File: config.mk
export PLATFORM = sky130hd
export DESIGN_NAME = gpio_port_16bit
export DESIGN_NICKNAME = d
export VERILOG_FILES = /design/src/rtl/gpio_port_pkg.sv /design/src/rtl/gpio_port_16bit.sv
export VERILOG_INCLUDE_DIRS = /design/src /design/src/rtl
export SDC_FILE = /design/constraint.sdc
export NUM_CORES = 1
export LEC_CHECK = 0
export ABC_CLOCK_PERIOD_IN_PS = 13700
export BUFFER_PORTS_ARGS = -buffer_cell sky130_fd_sc_hd__buf_2
export CAP_MARGIN = 25
export CORE_UTILIZATION = 46
export CTS_CLUSTER_SIZE = 28
export DETAILED_ROUTE_END_ITERATION = 10
export GPL_TIMING_DRIVEN = 0
export PLACE_DENSITY = 0.71
export SKIP_CTS_REPAIR_TIMING = 1
export SLEW_MARGIN = 15
export SYNTH_ARGS = -nofsm -noshare
export SYNTH_HDL_FRONTEND = slang
export SYNTH_SLANG_ARGS = --single-unit
File: constraint.sdc
create_clock -name clk_sys_in -period 13.7 [get_ports clk_sys_in]
set_clock_uncertainty 0.15 [all_clocks]
set_input_delay 2.055 -clock clk_sys_in [delete_from_list [all_inputs] [get_ports clk_sys_in]]
set_output_delay 2.055 -clock clk_sys_in [all_outputs]
set_load 0.005 [all_outputs]
File: src/rtl/gpio_port_params.svh
// Purpose: Offsets, reset values and widths of the 16-pin port
// Assumes: Byte offsets on the peripheral bus, one word per register
// Notes: Definitions only
`ifndef GPIO_PORT_PARAMS_SVH
`define GPIO_PORT_PARAMS_SVH

`define GPIO_PINS 16
`define GPIO_ADDR_W 8
`define GPIO_OFS_CFG_A 8'h00
`define GPIO_OFS_CFG_B 8'h04
`define GPIO_OFS_CFG_C 8'h08
`define GPIO_OFS_DATA 8'h0c
`define GPIO_RST_CFG_A 16'hffff
`define GPIO_RST_CFG_B 16'h0000
`define GPIO_RST_CFG_C 16'h0000
`define GPIO_RST_DATA 16'h0000
`define GPIO_ALT_IN_IDLE 1'b0

`endif

File: src/rtl/gpio_port_pkg.sv
// Purpose: Types shared by the port logic
// Assumes: Widths come from gpio_port_params.svh
// Notes: Pin modes are one-hot
`include "gpio_port_params.svh"

package gpio_port_pkg;

   typedef enum logic [7:0] {
      high_impedance_mode = 8'h01,
      input_mode = 8'h02,
      reserved_mode = 8'h04,
      weak_pull_input_mode = 8'h08,
      open_drain_output = 8'h10,
      push_pull_output = 8'h20,
      open_drain_alternate = 8'h40,
      push_pull_alternate = 8'h80
   } pin_mode_t;

   typedef struct packed {
      logic [`GPIO_PINS-1:0] cfg_a;
      logic [`GPIO_PINS-1:0] cfg_b;
      logic [`GPIO_PINS-1:0] cfg_c;
      logic [`GPIO_PINS-1:0] out_latch;
      logic [`GPIO_PINS-1:0] in_latch;
      logic [`GPIO_PINS-1:0] sync1;
      logic [`GPIO_PINS-1:0] sync2;
      logic [`GPIO_PINS-1:0] sync3;
      logic [`GPIO_PINS-1:0] rdata;
      logic slverr;
   } port_state_t;

endpackage

File: src/rtl/gpio_port_16bit.sv
// Purpose: 16-pin general purpose port with per-pin mode selection
// Assumes: Peripheral bus access phase follows a setup phase
// Notes: Pads resolve pin_out/pin_oe and the weak pull outside
`timescale 1ns/1ns
`include "gpio_port_params.svh"

module gpio_port_16bit (
   input wire logic clk_sys_in,
   input wire logic rst_in,
   input wire logic psel_in,
   input wire logic penable_in,
   input wire logic pwrite_in,
   input wire logic [`GPIO_ADDR_W-1:0] paddr_in,
   input wire logic [`GPIO_PINS-1:0] pwdata_in,
   output logic [`GPIO_PINS-1:0] prdata_out,
   output logic pready_out,
   output logic pslverr_out,
   input wire logic [`GPIO_PINS-1:0] pin_in,
   output logic [`GPIO_PINS-1:0] pin_out,
   output logic [`GPIO_PINS-1:0] pin_oe_out,
   output logic [`GPIO_PINS-1:0] pin_pull_en_out,
   output logic [`GPIO_PINS-1:0] pin_pull_val_out,
   input wire logic [`GPIO_PINS-1:0] alt_out_in,
   output logic [`GPIO_PINS-1:0] alt_in_out
);

   gpio_port_pkg::port_state_t state_r;
   gpio_port_pkg::port_state_t state_nxt;
   gpio_port_pkg::pin_mode_t mode [`GPIO_PINS];
   logic [`GPIO_PINS-1:0] hiz_m;
   logic [`GPIO_PINS-1:0] in_m;
   logic [`GPIO_PINS-1:0] pull_m;
   logic [`GPIO_PINS-1:0] od_out_m;
   logic [`GPIO_PINS-1:0] pp_out_m;
   logic [`GPIO_PINS-1:0] od_alt_m;
   logic [`GPIO_PINS-1:0] pp_alt_m;
   logic [`GPIO_PINS-1:0] rsvd_m;
   logic [`GPIO_PINS-1:0] samp_m;
   logic [`GPIO_PINS-1:0] use_in_m;
   logic [`GPIO_PINS-1:0] read_mux;
   logic setup;
   logic access;
   logic word_ok;

   ////////////////////////////////////////////////////////////////////
   // Mode decode

   function automatic gpio_port_pkg::pin_mode_t mode_of(
      input logic a,
      input logic b,
      input logic c
   );
      logic [2:0] sel;
      sel = {c, b, a};
      unique case (sel)
         3'h0: mode_of = gpio_port_pkg::high_impedance_mode;
         3'h1: mode_of = gpio_port_pkg::input_mode;
         3'h2: mode_of = gpio_port_pkg::reserved_mode;
         3'h3: mode_of = gpio_port_pkg::weak_pull_input_mode;
         3'h4: mode_of = gpio_port_pkg::open_drain_output;
         3'h5: mode_of = gpio_port_pkg::push_pull_output;
         3'h6: mode_of = gpio_port_pkg::open_drain_alternate;
         3'h7: mode_of = gpio_port_pkg::push_pull_alternate;
      endcase
   endfunction

   ////////////////////////////////////////////////////////////////////
   // Per-pin drive

   genvar i;
   generate
      for (i = 0; i < `GPIO_PINS; i++) begin : g_pin
         assign mode[i] = mode_of(state_r.cfg_a[i], state_r.cfg_b[i],
            state_r.cfg_c[i]);
         assign hiz_m[i] = mode[i] == gpio_port_pkg::high_impedance_mode;
         assign in_m[i] = mode[i] == gpio_port_pkg::input_mode;
         assign rsvd_m[i] = mode[i] == gpio_port_pkg::reserved_mode;
         assign pull_m[i] = mode[i] == gpio_port_pkg::weak_pull_input_mode;
         assign od_out_m[i] = mode[i] == gpio_port_pkg::open_drain_output;
         assign pp_out_m[i] = mode[i] == gpio_port_pkg::push_pull_output;
         assign od_alt_m[i] = mode[i] == gpio_port_pkg::open_drain_alternate;
         assign pp_alt_m[i] = mode[i] == gpio_port_pkg::push_pull_alternate;
         // Output, reserved and high impedance pins read back the driver-side level
         assign use_in_m[i] = in_m[i] | pull_m[i] | od_alt_m[i]
            | pp_alt_m[i];
         assign samp_m[i] = ~hiz_m[i] & ~rsvd_m[i];
         // Open-drain never drives high
         assign pin_out[i] = (pp_out_m[i] & state_r.out_latch[i])
            | (pp_alt_m[i] & alt_out_in[i]);
         assign pin_oe_out[i] = pp_out_m[i] | pp_alt_m[i]
            | (od_out_m[i] & ~state_r.out_latch[i])
            | (od_alt_m[i] & ~alt_out_in[i]);
         assign pin_pull_en_out[i] = pull_m[i];
         assign pin_pull_val_out[i] = pull_m[i]
            & state_r.out_latch[i];
         assign alt_in_out[i] = hiz_m[i] ? `GPIO_ALT_IN_IDLE
            : state_r.in_latch[i];
      end
   endgenerate

   assign read_mux = (use_in_m & state_r.in_latch)
      | (~use_in_m & state_r.out_latch);

   ////////////////////////////////////////////////////////////////////
   // Bus side

   assign setup = psel_in & ~penable_in;
   assign access = psel_in & penable_in;
   assign word_ok = paddr_in[1:0] == 2'h0 &&
      paddr_in <= `GPIO_OFS_DATA;
   assign pready_out = 1'b1;
   assign prdata_out = state_r.rdata;
   assign pslverr_out = access & state_r.slverr;

   ////////////////////////////////////////////////////////////////////
   // Next state

   always_comb begin
      state_nxt = state_r;
      state_nxt.sync1 = pin_in;
      state_nxt.sync2 = state_r.sync1;
      state_nxt.sync3 = state_r.sync2;
      // Take a pin level once the last two stages agree
      state_nxt.in_latch = (samp_m & ~(state_r.sync2 ^ state_r.sync3)
         & state_r.sync3) | (~(samp_m & ~(state_r.sync2 ^ state_r.sync3))
         & state_r.in_latch);
      if (setup) begin
         state_nxt.slverr = ~word_ok;
         state_nxt.rdata = '0;
         if (!pwrite_in) begin
            unique case (paddr_in)
               `GPIO_OFS_CFG_A: state_nxt.rdata = state_r.cfg_a;
               `GPIO_OFS_CFG_B: state_nxt.rdata = state_r.cfg_b;
               `GPIO_OFS_CFG_C: state_nxt.rdata = state_r.cfg_c;
               `GPIO_OFS_DATA: state_nxt.rdata = read_mux;
               default: state_nxt.rdata = '0;
            endcase
         end
      end
      if (access && pwrite_in && !state_r.slverr) begin
         unique case (paddr_in)
            `GPIO_OFS_CFG_A: state_nxt.cfg_a = pwdata_in;
            `GPIO_OFS_CFG_B: state_nxt.cfg_b = pwdata_in;
            `GPIO_OFS_CFG_C: state_nxt.cfg_c = pwdata_in;
            `GPIO_OFS_DATA: state_nxt.out_latch = pwdata_in;
            default: state_nxt.slverr = 1'b1;
         endcase
      end
   end

   always_ff @(posedge clk_sys_in or posedge rst_in) begin
      if (rst_in) begin
         state_r <= '0;
         state_r.cfg_a <= `GPIO_RST_CFG_A;
         state_r.cfg_b <= `GPIO_RST_CFG_B;
         state_r.cfg_c <= `GPIO_RST_CFG_C;
         state_r.out_latch <= `GPIO_RST_DATA;
      end else begin
         state_r <= state_nxt;
      end
   end

   // Reference decode taken from the raw configuration bits
   logic [`GPIO_PINS-1:0] ref_in_sel;
   assign ref_in_sel = (state_r.cfg_a & ~state_r.cfg_c)
      | (state_r.cfg_b & state_r.cfg_c);
endmodule

==> out/metrics.csv, run 1 <==
metric,value,unit
die_area,15900,um2
ys_ff_latch,145,
max_slew_margin,0.485,
drt-initial-drc-count,364,
r2r_cells,6,
design_area,8780,um2
worst_slew_pin_slew,0.773,ns
synthArstFlopShare,1.00,
grt-ovfl-total,0,
hold_violations,0,
internal-power,801,uW
cp_common_cell,buf_2,
diodes,0,
gr-usage-met3,0.0455,
switching_share,0.206,
power_density,115,nW/um2
detail-route-antenna-nets,0,
grt_max_degree,77,
path_cells,buf_2 -> mux2_2 -> a21oi_1 -> buf_2,
ios,159,
layout.nets,858,
clock-root-buffer,clkbuf_16,
syn_area,7060,um2
status,"complete, no violations",
hold_path_class,reg2reg,
path_buf_inv,2,
ir_drop,0.0000710,V
dpl.hpwl,12200,um
die_x,126,um
cts.sinks,145,
drc,0,
clock_latency,0.42,ns
total_power,1.01,mW
power_switching,208,uW
fin_tns_setup,0,ns
pwr-share-clk,0.516,
routed_via_density,5.57,
final_max_slew_viol_count,0,
required,11.49,ns
fill_cells,1209,
synthToLayoutAreaGrowth,24.4,%
min_path_cells,0,
synth-edff-count,0,
first_global_vias,5368,
cts_tree,built,
syn_avg_cell_area,11.4,um2
yosys_warnings,0,
power_frac_seq,0.439,
cpPeakStageDelay,0.27,ns
maxCapViolCount,0,
portBuffers,157,
fin_crit,5.03,ns
path_clk_slew,0.06,ns
grt_busiest_layer,met2,
finalSetupViolations,0,
cp_slowest_cell,mux2_2,
grt_pass1_wl,28300,um
final_cell_mix,"buf_2, dfrtp_1, mux2_2",
use_met2,0.380,
p_leak,4.44,nW
start_util,0.479,
cts_max_path_buffers,2,
critical_path_peak_fanout,2,
wl_per_cell,18.3,um
synth_cell_types,40,
num_rows,44,
place_area,8110,um2
wl,18200,um
use_met1,0.305,
antenna_found_initial,1,
fp.coreArea,14800,um2
worstSetupEndpointType,primary output,
synth_sequential_area_ratio,0.517,
combPwrFrac,0.045,
synth_top_flop_cell,dfrtp_1,
worstSetupPathType,in2out,
cts_max_level,4,
grt_setup_unrepaired,false,
final_common_cell,buf_2,
drive_above_1_share,0.424,
die_y,126,um
drt_pre_antenna_iters,5,
start_kind,input pin,
crit_family,buffers and inverters,
postSynthCellCount,620,
gp_congestion,0.843,
cts_buffers,17,
fmax,199,MHz
arrival,2.82,ns
track_usage,0.235,
cp.depth,4,
period_share,0.367,
vias,5531,
syn_nets,681,
[routing by layer]
metal | wire [um] | vias up
li1 | - | 2557
met1 | 7840 | 2744
met2 | 8780 | 175
met3 | 974 | 53
met4 | 563 | 2
met5 | 13 | -
[kinds of logic after synthesis]
kind of cell	after synthesis	synth area share
and+or+nand+nor	173	0.135
DFF	145	0.517
AOI/OAI and AO/OA	141	0.132
muxes	92	0.160
buffers and inverters	68	0.0556
other	1	0.000531
[cell type report]
type                            instances  area (um2)  share of cell area
Buffer                                 39         284              0.0323
Clock buffer                           22         494              0.0563
Clock inverter                          9         176              0.0201
Inverter                               29         116              0.0132
Multi-Input combinational cell        407        3020               0.344
Sequential cell                       145        3650               0.415
Tap cell                              184         230              0.0262
Timing Repair Buffer                  158         813              0.0926
[cell usage after synthesis, drive strengths merged (24+ instances only)]
cell      n  area, um2
nor2     32        120
inv      29        109
buf      32        258
a211oi   24        180
o21ai    56        280
and3     30        190
nand2    56        218
mux2     84        995
dfrtp   129       3230
[power groups by stage]
| stage | registers (mW) | logic [mW] | clock network [mW] |
|---|---|---|---|
| final | 0.443 | 0.0454 | 0.521 |
| after global placement | 0.450 | 0.0431 | 0 |
| after CTS | 0.443 | 0.0463 | 0.527 |
| after global routing | 0.444 | 0.0504 | 0.552 |
| after floorplan | 0.449 | 0.0231 | 0 |
| after detailed placement | 0.451 | 0.0460 | 0 |
[worst paths after layout]
path                                          from                        to  slack, ns
setup / recovery                     alt_out_in[9]             pin_oe_out[9]       8.67
hold / removal             state_nxt[42]$_DFF_PP0_   state_nxt[26]$_DFF_PP0_       0.19
max in group asynchronous                   rst_in  state_r[129]$_DFFE_PP1P_      11.10
min in group asynchronous                   rst_in   state_nxt[27]$_DFF_PP0_       1.53
hold reg to reg            state_nxt[42]$_DFF_PP0_   state_nxt[26]$_DFF_PP0_       0.19
setup reg to reg              state_r[0]$_DFF_PP0_  state_r[131]$_DFFE_PP1P_      11.63
[per-stage QoR]
stage / hold WS [ns] / setup WS (ns) / util / instances
finish: 0.192 / 8.67 / 0.595 / 993
global route: 0.202 / 8.69 / 0.595 / 993
CTS: 0.190 / 8.70 / 0.595 / 993
detailed placement: 0.186 / 8.70 / 0.550 / 962
global placement: 0.182 / 6.13 / 0.548 / 961
floorplan: 0.181 / 7.63 / - / 620
Note: power is estimated with default switching activity, not from simulation.
==> inputs of run 2 (changes only) <==
ABC_AREA = 1   (was not set)
ABC_CLOCK_PERIOD_IN_PS = 4300   (was 13700)
PLACE_DENSITY = 0.73   (was 0.71)
clock period = 4.3 ns   (was 13.7 ns; I/O delays follow)
==> run 2 against run 1 <==
Effect of this change: synthesized cell count up 36%; die area is 4.4% higher; critical path depth did not move; critical path type is now reg2out; count of clock-buffer cells in the layout grew 4; critical endpoint is now pin_pull_val_out[12]; via count is 10% higher; core utilization fell by 0.68 points; global-route usage decreased by 0.78 points; first-iteration DRC count shrank 10%.
==> out/metrics.csv, run 2 <==
metric,value,unit
cts_max_path_buffers,2,
grt_setup_unrepaired,false,
utilization,0.589,
synth_top_flop_cell,dfrtp_1,
fmax,424,MHz
cts.sinks,145,
yosysMostFrequentCell,nand2_1,
routed_via_density,4.89,
drt-initial-drc-count,327,
grt_max_degree,37,
layout.nets,1082,
synth-edff-count,0,
synth_cell_types,33,
antenna_found_initial,0,
stdcell_count,1245,
period_share,0.549,
syn_area,7380,um2
die_y,129,um
required,3.50,ns
drc,0,
synthToLayoutAreaGrowth,23.1,%
die_x,129,um
critical_path_peak_fanout,5,
wl_per_cell,14.2,um
worst_slew_pin_slew,0.587,ns
yosys-top-cells-count,"nand2_1, dfrtp_1, inv_1",
dpl.hpwl,12600,um
ys_ff_latch,145,
yosys.area.top_type_share,0.438,
grt_pass1_wl,28200,um
cts_tree,built,
postSynthCellCount,841,
synthArstFlopShare,1.00,
vias,6087,
fin_ws,1.94,ns
place_area,8510,um2
fin_tns_setup,0,ns
synth_area_leaders,"dfrtp_1, nand2_1, o21ai_2, dfstp_2, inv_1",
final_max_slew_viol_count,0,
clock_latency,0.43,ns
dp_cells,1213,
first_global_vias,5550,
finalSetupViolations,0,
fp.coreArea,15400,um2
wl,17700,um
status,"complete, no violations",
worstSetupPathType,reg2out,
yosysTopAreaCell,dfrtp_1,
syn_nets,902,
total_power,2.99,mW
syn_avg_cell_area,8.77,um2
hold_path_class,in2async,
portBuffers,157,
num_rows,45,
ios,159,
ir_drop,0.000291,V
dpl_worst_slack,2.27,ns
worstSetupEndpointType,primary output,
path_clk_slew,0.06,ns
hold_violations,0,
final_cell_mix,"nand2_1, buf_2, dfrtp_1",
die_area,16500,um2
power_density,329,nW/um2
r2r_start,state_r[0]$_DFF_PP0_,
cts_buffers,17,
max_slew_margin,0.608,
p_leak,4.71,nW
grt-ovfl-total,0,
drive_above_1_share,0.333,
synth_sequential_area_ratio,0.495,
fin_crit,2.36,ns
cp-startpoint,state_r[141]$_DFFE_PP1P_,
maxCapViolCount,0,
design_area,9080,um2
arrival,1.57,ns
track_usage,0.227,
cts_max_level,4,
gp_congestion,0.748,
detail-route-antenna-nets,0,
clock-root-buffer,clkbuf_16,
final_common_cell,nand2_1,
start_util,0.478,
start_kind,flop,
timing.hold.ws,0.0888,ns
yosys_warnings,0,
diodes,0,
drt_pre_antenna_iters,5,
run 2: cell types whose count changed in the layout (fill, tap and decap cells not counted), sizes merged, moves of 24 or more:
cell    delta
nand3     +42
inv       +68
a211oi    -24
o21ai     +42
nand2    +231
and3      -30
mux2      -84
run 2: path summary, 6_finish.rpt:
kind / end / slack (ns) / cells after the start
setup reg to reg: state_r[93]$_DFFE_PP0P_ / 2.69 / 7
max in group asynchronous: state_r[135]$_DFFE_PP1P_ / 3.10 / 4
hold reg to reg: state_nxt[32]$_DFF_PP0_ / 0.20 / 0
hold / removal: state_nxt[34]$_DFF_PP0_ / 0.09 / 2
min in group clk_sys_in: state_nxt[33]$_DFF_PP0_ / 0.17 / 1
setup / recovery: pin_pull_val_out[12] / 1.94 / 4
run 2: final cells by class:
type                       count  area [um2]
buffer                        36         330
clock buffer                  26         489
clock inverter                 6        80.1
fill                        1393        6350
inverter                      98         372
multi-input combinational    562        3030
sequential                   145        3650
tap                          211         264
timing repair buffer         161         866
run 2: worst max-delay path, stage by stage (launching register included):
cell,delay [ns]
dfstp_2,0.55
inv_1,0.09
nor3_1,0.24
and2_1,0.16
buf_2,0.10
run 2: layer usage:
layer | global-route usage | wire length (um) | up-vias
met5 | 0 | 0 | -
met4 | 0.0872 | 294 | 0
met1 | 0.308 | 8120 | 2835
li1 | - | - | 3071
met3 | 0.0374 | 802 | 23
met2 | 0.366 | 8500 | 158
run 2: where the power goes:
| group | internal [mW] | switching (mW) | total (mW) |
|---|---|---|---|
| sequential | 1.40 | 0.0241 | 1.43 |
| clock | 0.895 | 0.535 | 1.43 |
| combinational | 0.0461 | 0.0866 | 0.133 |
| total | 2.35 | 0.645 | 2.99 |
run 2: cell families (layout without fill, tap and decap cells):
family,count (synthesis),after routing,synth area share
AO/OA/AOI/OAI,135,135,0.131
buffers and inverters,134,327,0.0946
flip-flops,145,145,0.495
multiplexers,14,14,0.0190
other,1,1,0.000508
AND/OR/NAND/NOR,412,412,0.261
==> inputs of run 3 (changes only) <==
ABC_AREA = 0   (was 1)
ABC_CLOCK_PERIOD_IN_PS = 2400   (was 4300)
PLACE_DENSITY = 0.71   (was 0.73)
clock period = 2.4 ns   (was 4.3 ns; I/O delays follow)
==> run 3 against run 2 <==
Effect of this change: total power up 82%; die area shrank 4.2%; register-to-register slack got worse by 2.3 ns; critical path depth is 1 lower; global-route usage grew 0.17 points; first-iteration DRC count increased by 5.8%; routed wire length rose by 0.66%; highest routed layer unchanged; critical path type unchanged; clock power is 83% higher; setup slack got worse by 1.7 ns; combinational power is 120% higher; count of clock-buffer cells in the layout stayed put; critical endpoint is now pin_oe_out[11].
==> out/metrics.csv, run 3 (synthesized netlist as in run 1, its figures left out) <==
metric,value,unit
p_leak,4.49,nW
hold_path_class,in2reg,
grt-ovfl-total,0,
maxCapViolCount,0,
final_max_slew_viol_count,0,
clock_latency,0.42,ns
fmax,469,MHz
worstSetupEndpointType,primary output,
die_area,15900,um2
cpPeakStageDelay,0.46,ns
max_slew_margin,0.488,
ir_drop,0.000495,V
gp_congestion,0.833,
path_cells,mux2_2 -> a21oi_1 -> buf_2,
cts_buffers,17,
drc,0,
utilization,0.604,
layout.nets,878,
fin_crit,2.13,ns
period_share,0.888,
routed_via_density,5.46,
antenna_found_initial,1,
dp_cells,965,
finalSetupViolations,0,
worstSetupPathType,reg2out,
grt_max_degree,38,
arrival,1.62,ns
vias,5532,
num_rows,44,
cp_slowest_cell,dfrtp_1,
die_x,126,um
critical_path_peak_fanout,7,
drive_above_1_share,0.413,
diodes,0,
portBuffers,157,
clock-root-buffer,clkbuf_16,
detail-route-antenna-nets,0,
stdcell_count,1013,
grt_pass1_wl,27900,um
path_clk_slew,0.06,ns
timing.hold.ws,0.0642,ns
worst_slew_pin_slew,0.767,ns
cts_max_level,4,
start_util,0.479,
ios,159,
die_y,126,um
track_usage,0.229,
grt_setup_unrepaired,false,
dpl.hpwl,12200,um
cts.sinks,145,
hold_violations,0,
status,"complete, no violations",
start_kind,flop,
fp.coreArea,14800,um2
final_cell_mix,"buf_2, dfrtp_1, mux2_2",
first_global_vias,5292,
synthToLayoutAreaGrowth,26.3,%
wl_per_cell,17.6,um
drt-initial-drc-count,346,
cts_tree,built,
power_density,610,nW/um2
required,1.89,ns
wl,17800,um
drt_pre_antenna_iters,5,
final_common_cell,buf_2,
fill_cells,1232,
cts_max_path_buffers,2,
-- run 3: cell count changes in the layout (fill, tap and decap cells not counted), moves of 17 or more --
cell / delta
o21ai_0: +35
mux2_2: +69
o21ai_1: -20
nor3_1: -18
inv_1: -67
a211oi_1: +24
and3_1: +28
nand3_1: -41
dlygate4sd3_1: +17
o21ai_2: -57
nand2_2: -29
nand2_1: -198
-- run 3: critical path: cells and delay by family (launching register included) --
family / cells / cell delay [ns]
buffers and inverters: 1 / 0.16
muxes: 1 / 0.37
AOI/OAI and AO/OA: 1 / 0.22
DFF: 1 / 0.46
-- run 3: per-layer routing --
| layer | vias up | global-route usage | wire, um |
|---|---|---|---|
| met4 | 0 | 0.0850 | 340 |
| met3 | 31 | 0.0476 | 911 |
| met2 | 156 | 0.367 | 8660 |
| li1 | 2595 | - | - |
| met5 | - | 0 | 0 |
| met1 | 2750 | 0.307 | 7920 |
-- run 3: worst paths after layout --
| check | cells past startpoint | from | endpoint | slack [ns] |
|---|---|---|---|---|
| worst min-delay path | 2 | pwdata_in[0] | state_r[81]$_DFFE_PP0P_ | 0.06 |
| worst max register to register | 6 | state_r[0]$_DFF_PP0_ | state_r[135]$_DFFE_PP1P_ | 0.39 |
| worst min register to register | 0 | state_nxt[45]$_DFF_PP0_ | state_nxt[29]$_DFF_PP0_ | 0.19 |
| min in group asynchronous | 3 | rst_in | state_nxt[19]$_DFF_PP0_ | 0.37 |
| max in group asynchronous | 6 | rst_in | state_r[143]$_DFFE_PP1P_ | 0.67 |
| worst max-delay path | 3 | state_r[124]$_DFFE_PP0P_ | pin_oe_out[11] | 0.27 |
-- run 3: where the power goes --
group | internal (mW) | switching, mW | leakage [nW]
Sequential | 2.50 | 0.0294 | 1.77
Combinational | 0.124 | 0.167 | 2.43
Clock | 1.66 | 0.962 | 0.290
Total | 4.28 | 1.16 | 4.49
-- run 3: cell type report --
class	instances	area, um2	share of cell area
timing repair buffer	178	1040	0.116
clock buffer	26	509	0.0571
buffer	39	284	0.0319
multi-input combinational	407	3020	0.339
inverter	29	113	0.0126
clock inverter	5	75.1	0.00842
sequential	145	3650	0.409
tap	184	230	0.0258
-- run 3: through the flow --
stage               setup TNS (ns)  worst slack (ns)  instance area (um2)  total power [mW]
floorplan                        0            0.0840                 7070              2.69
global placement           -101.38            -0.778                 8080              2.82
detailed placement               0            0.0718                 8160              2.84
CTS                              0             0.285                 8750              5.46
global route                     0             0.230                 8920              5.63
finish                           0             0.269                 8920              5.44
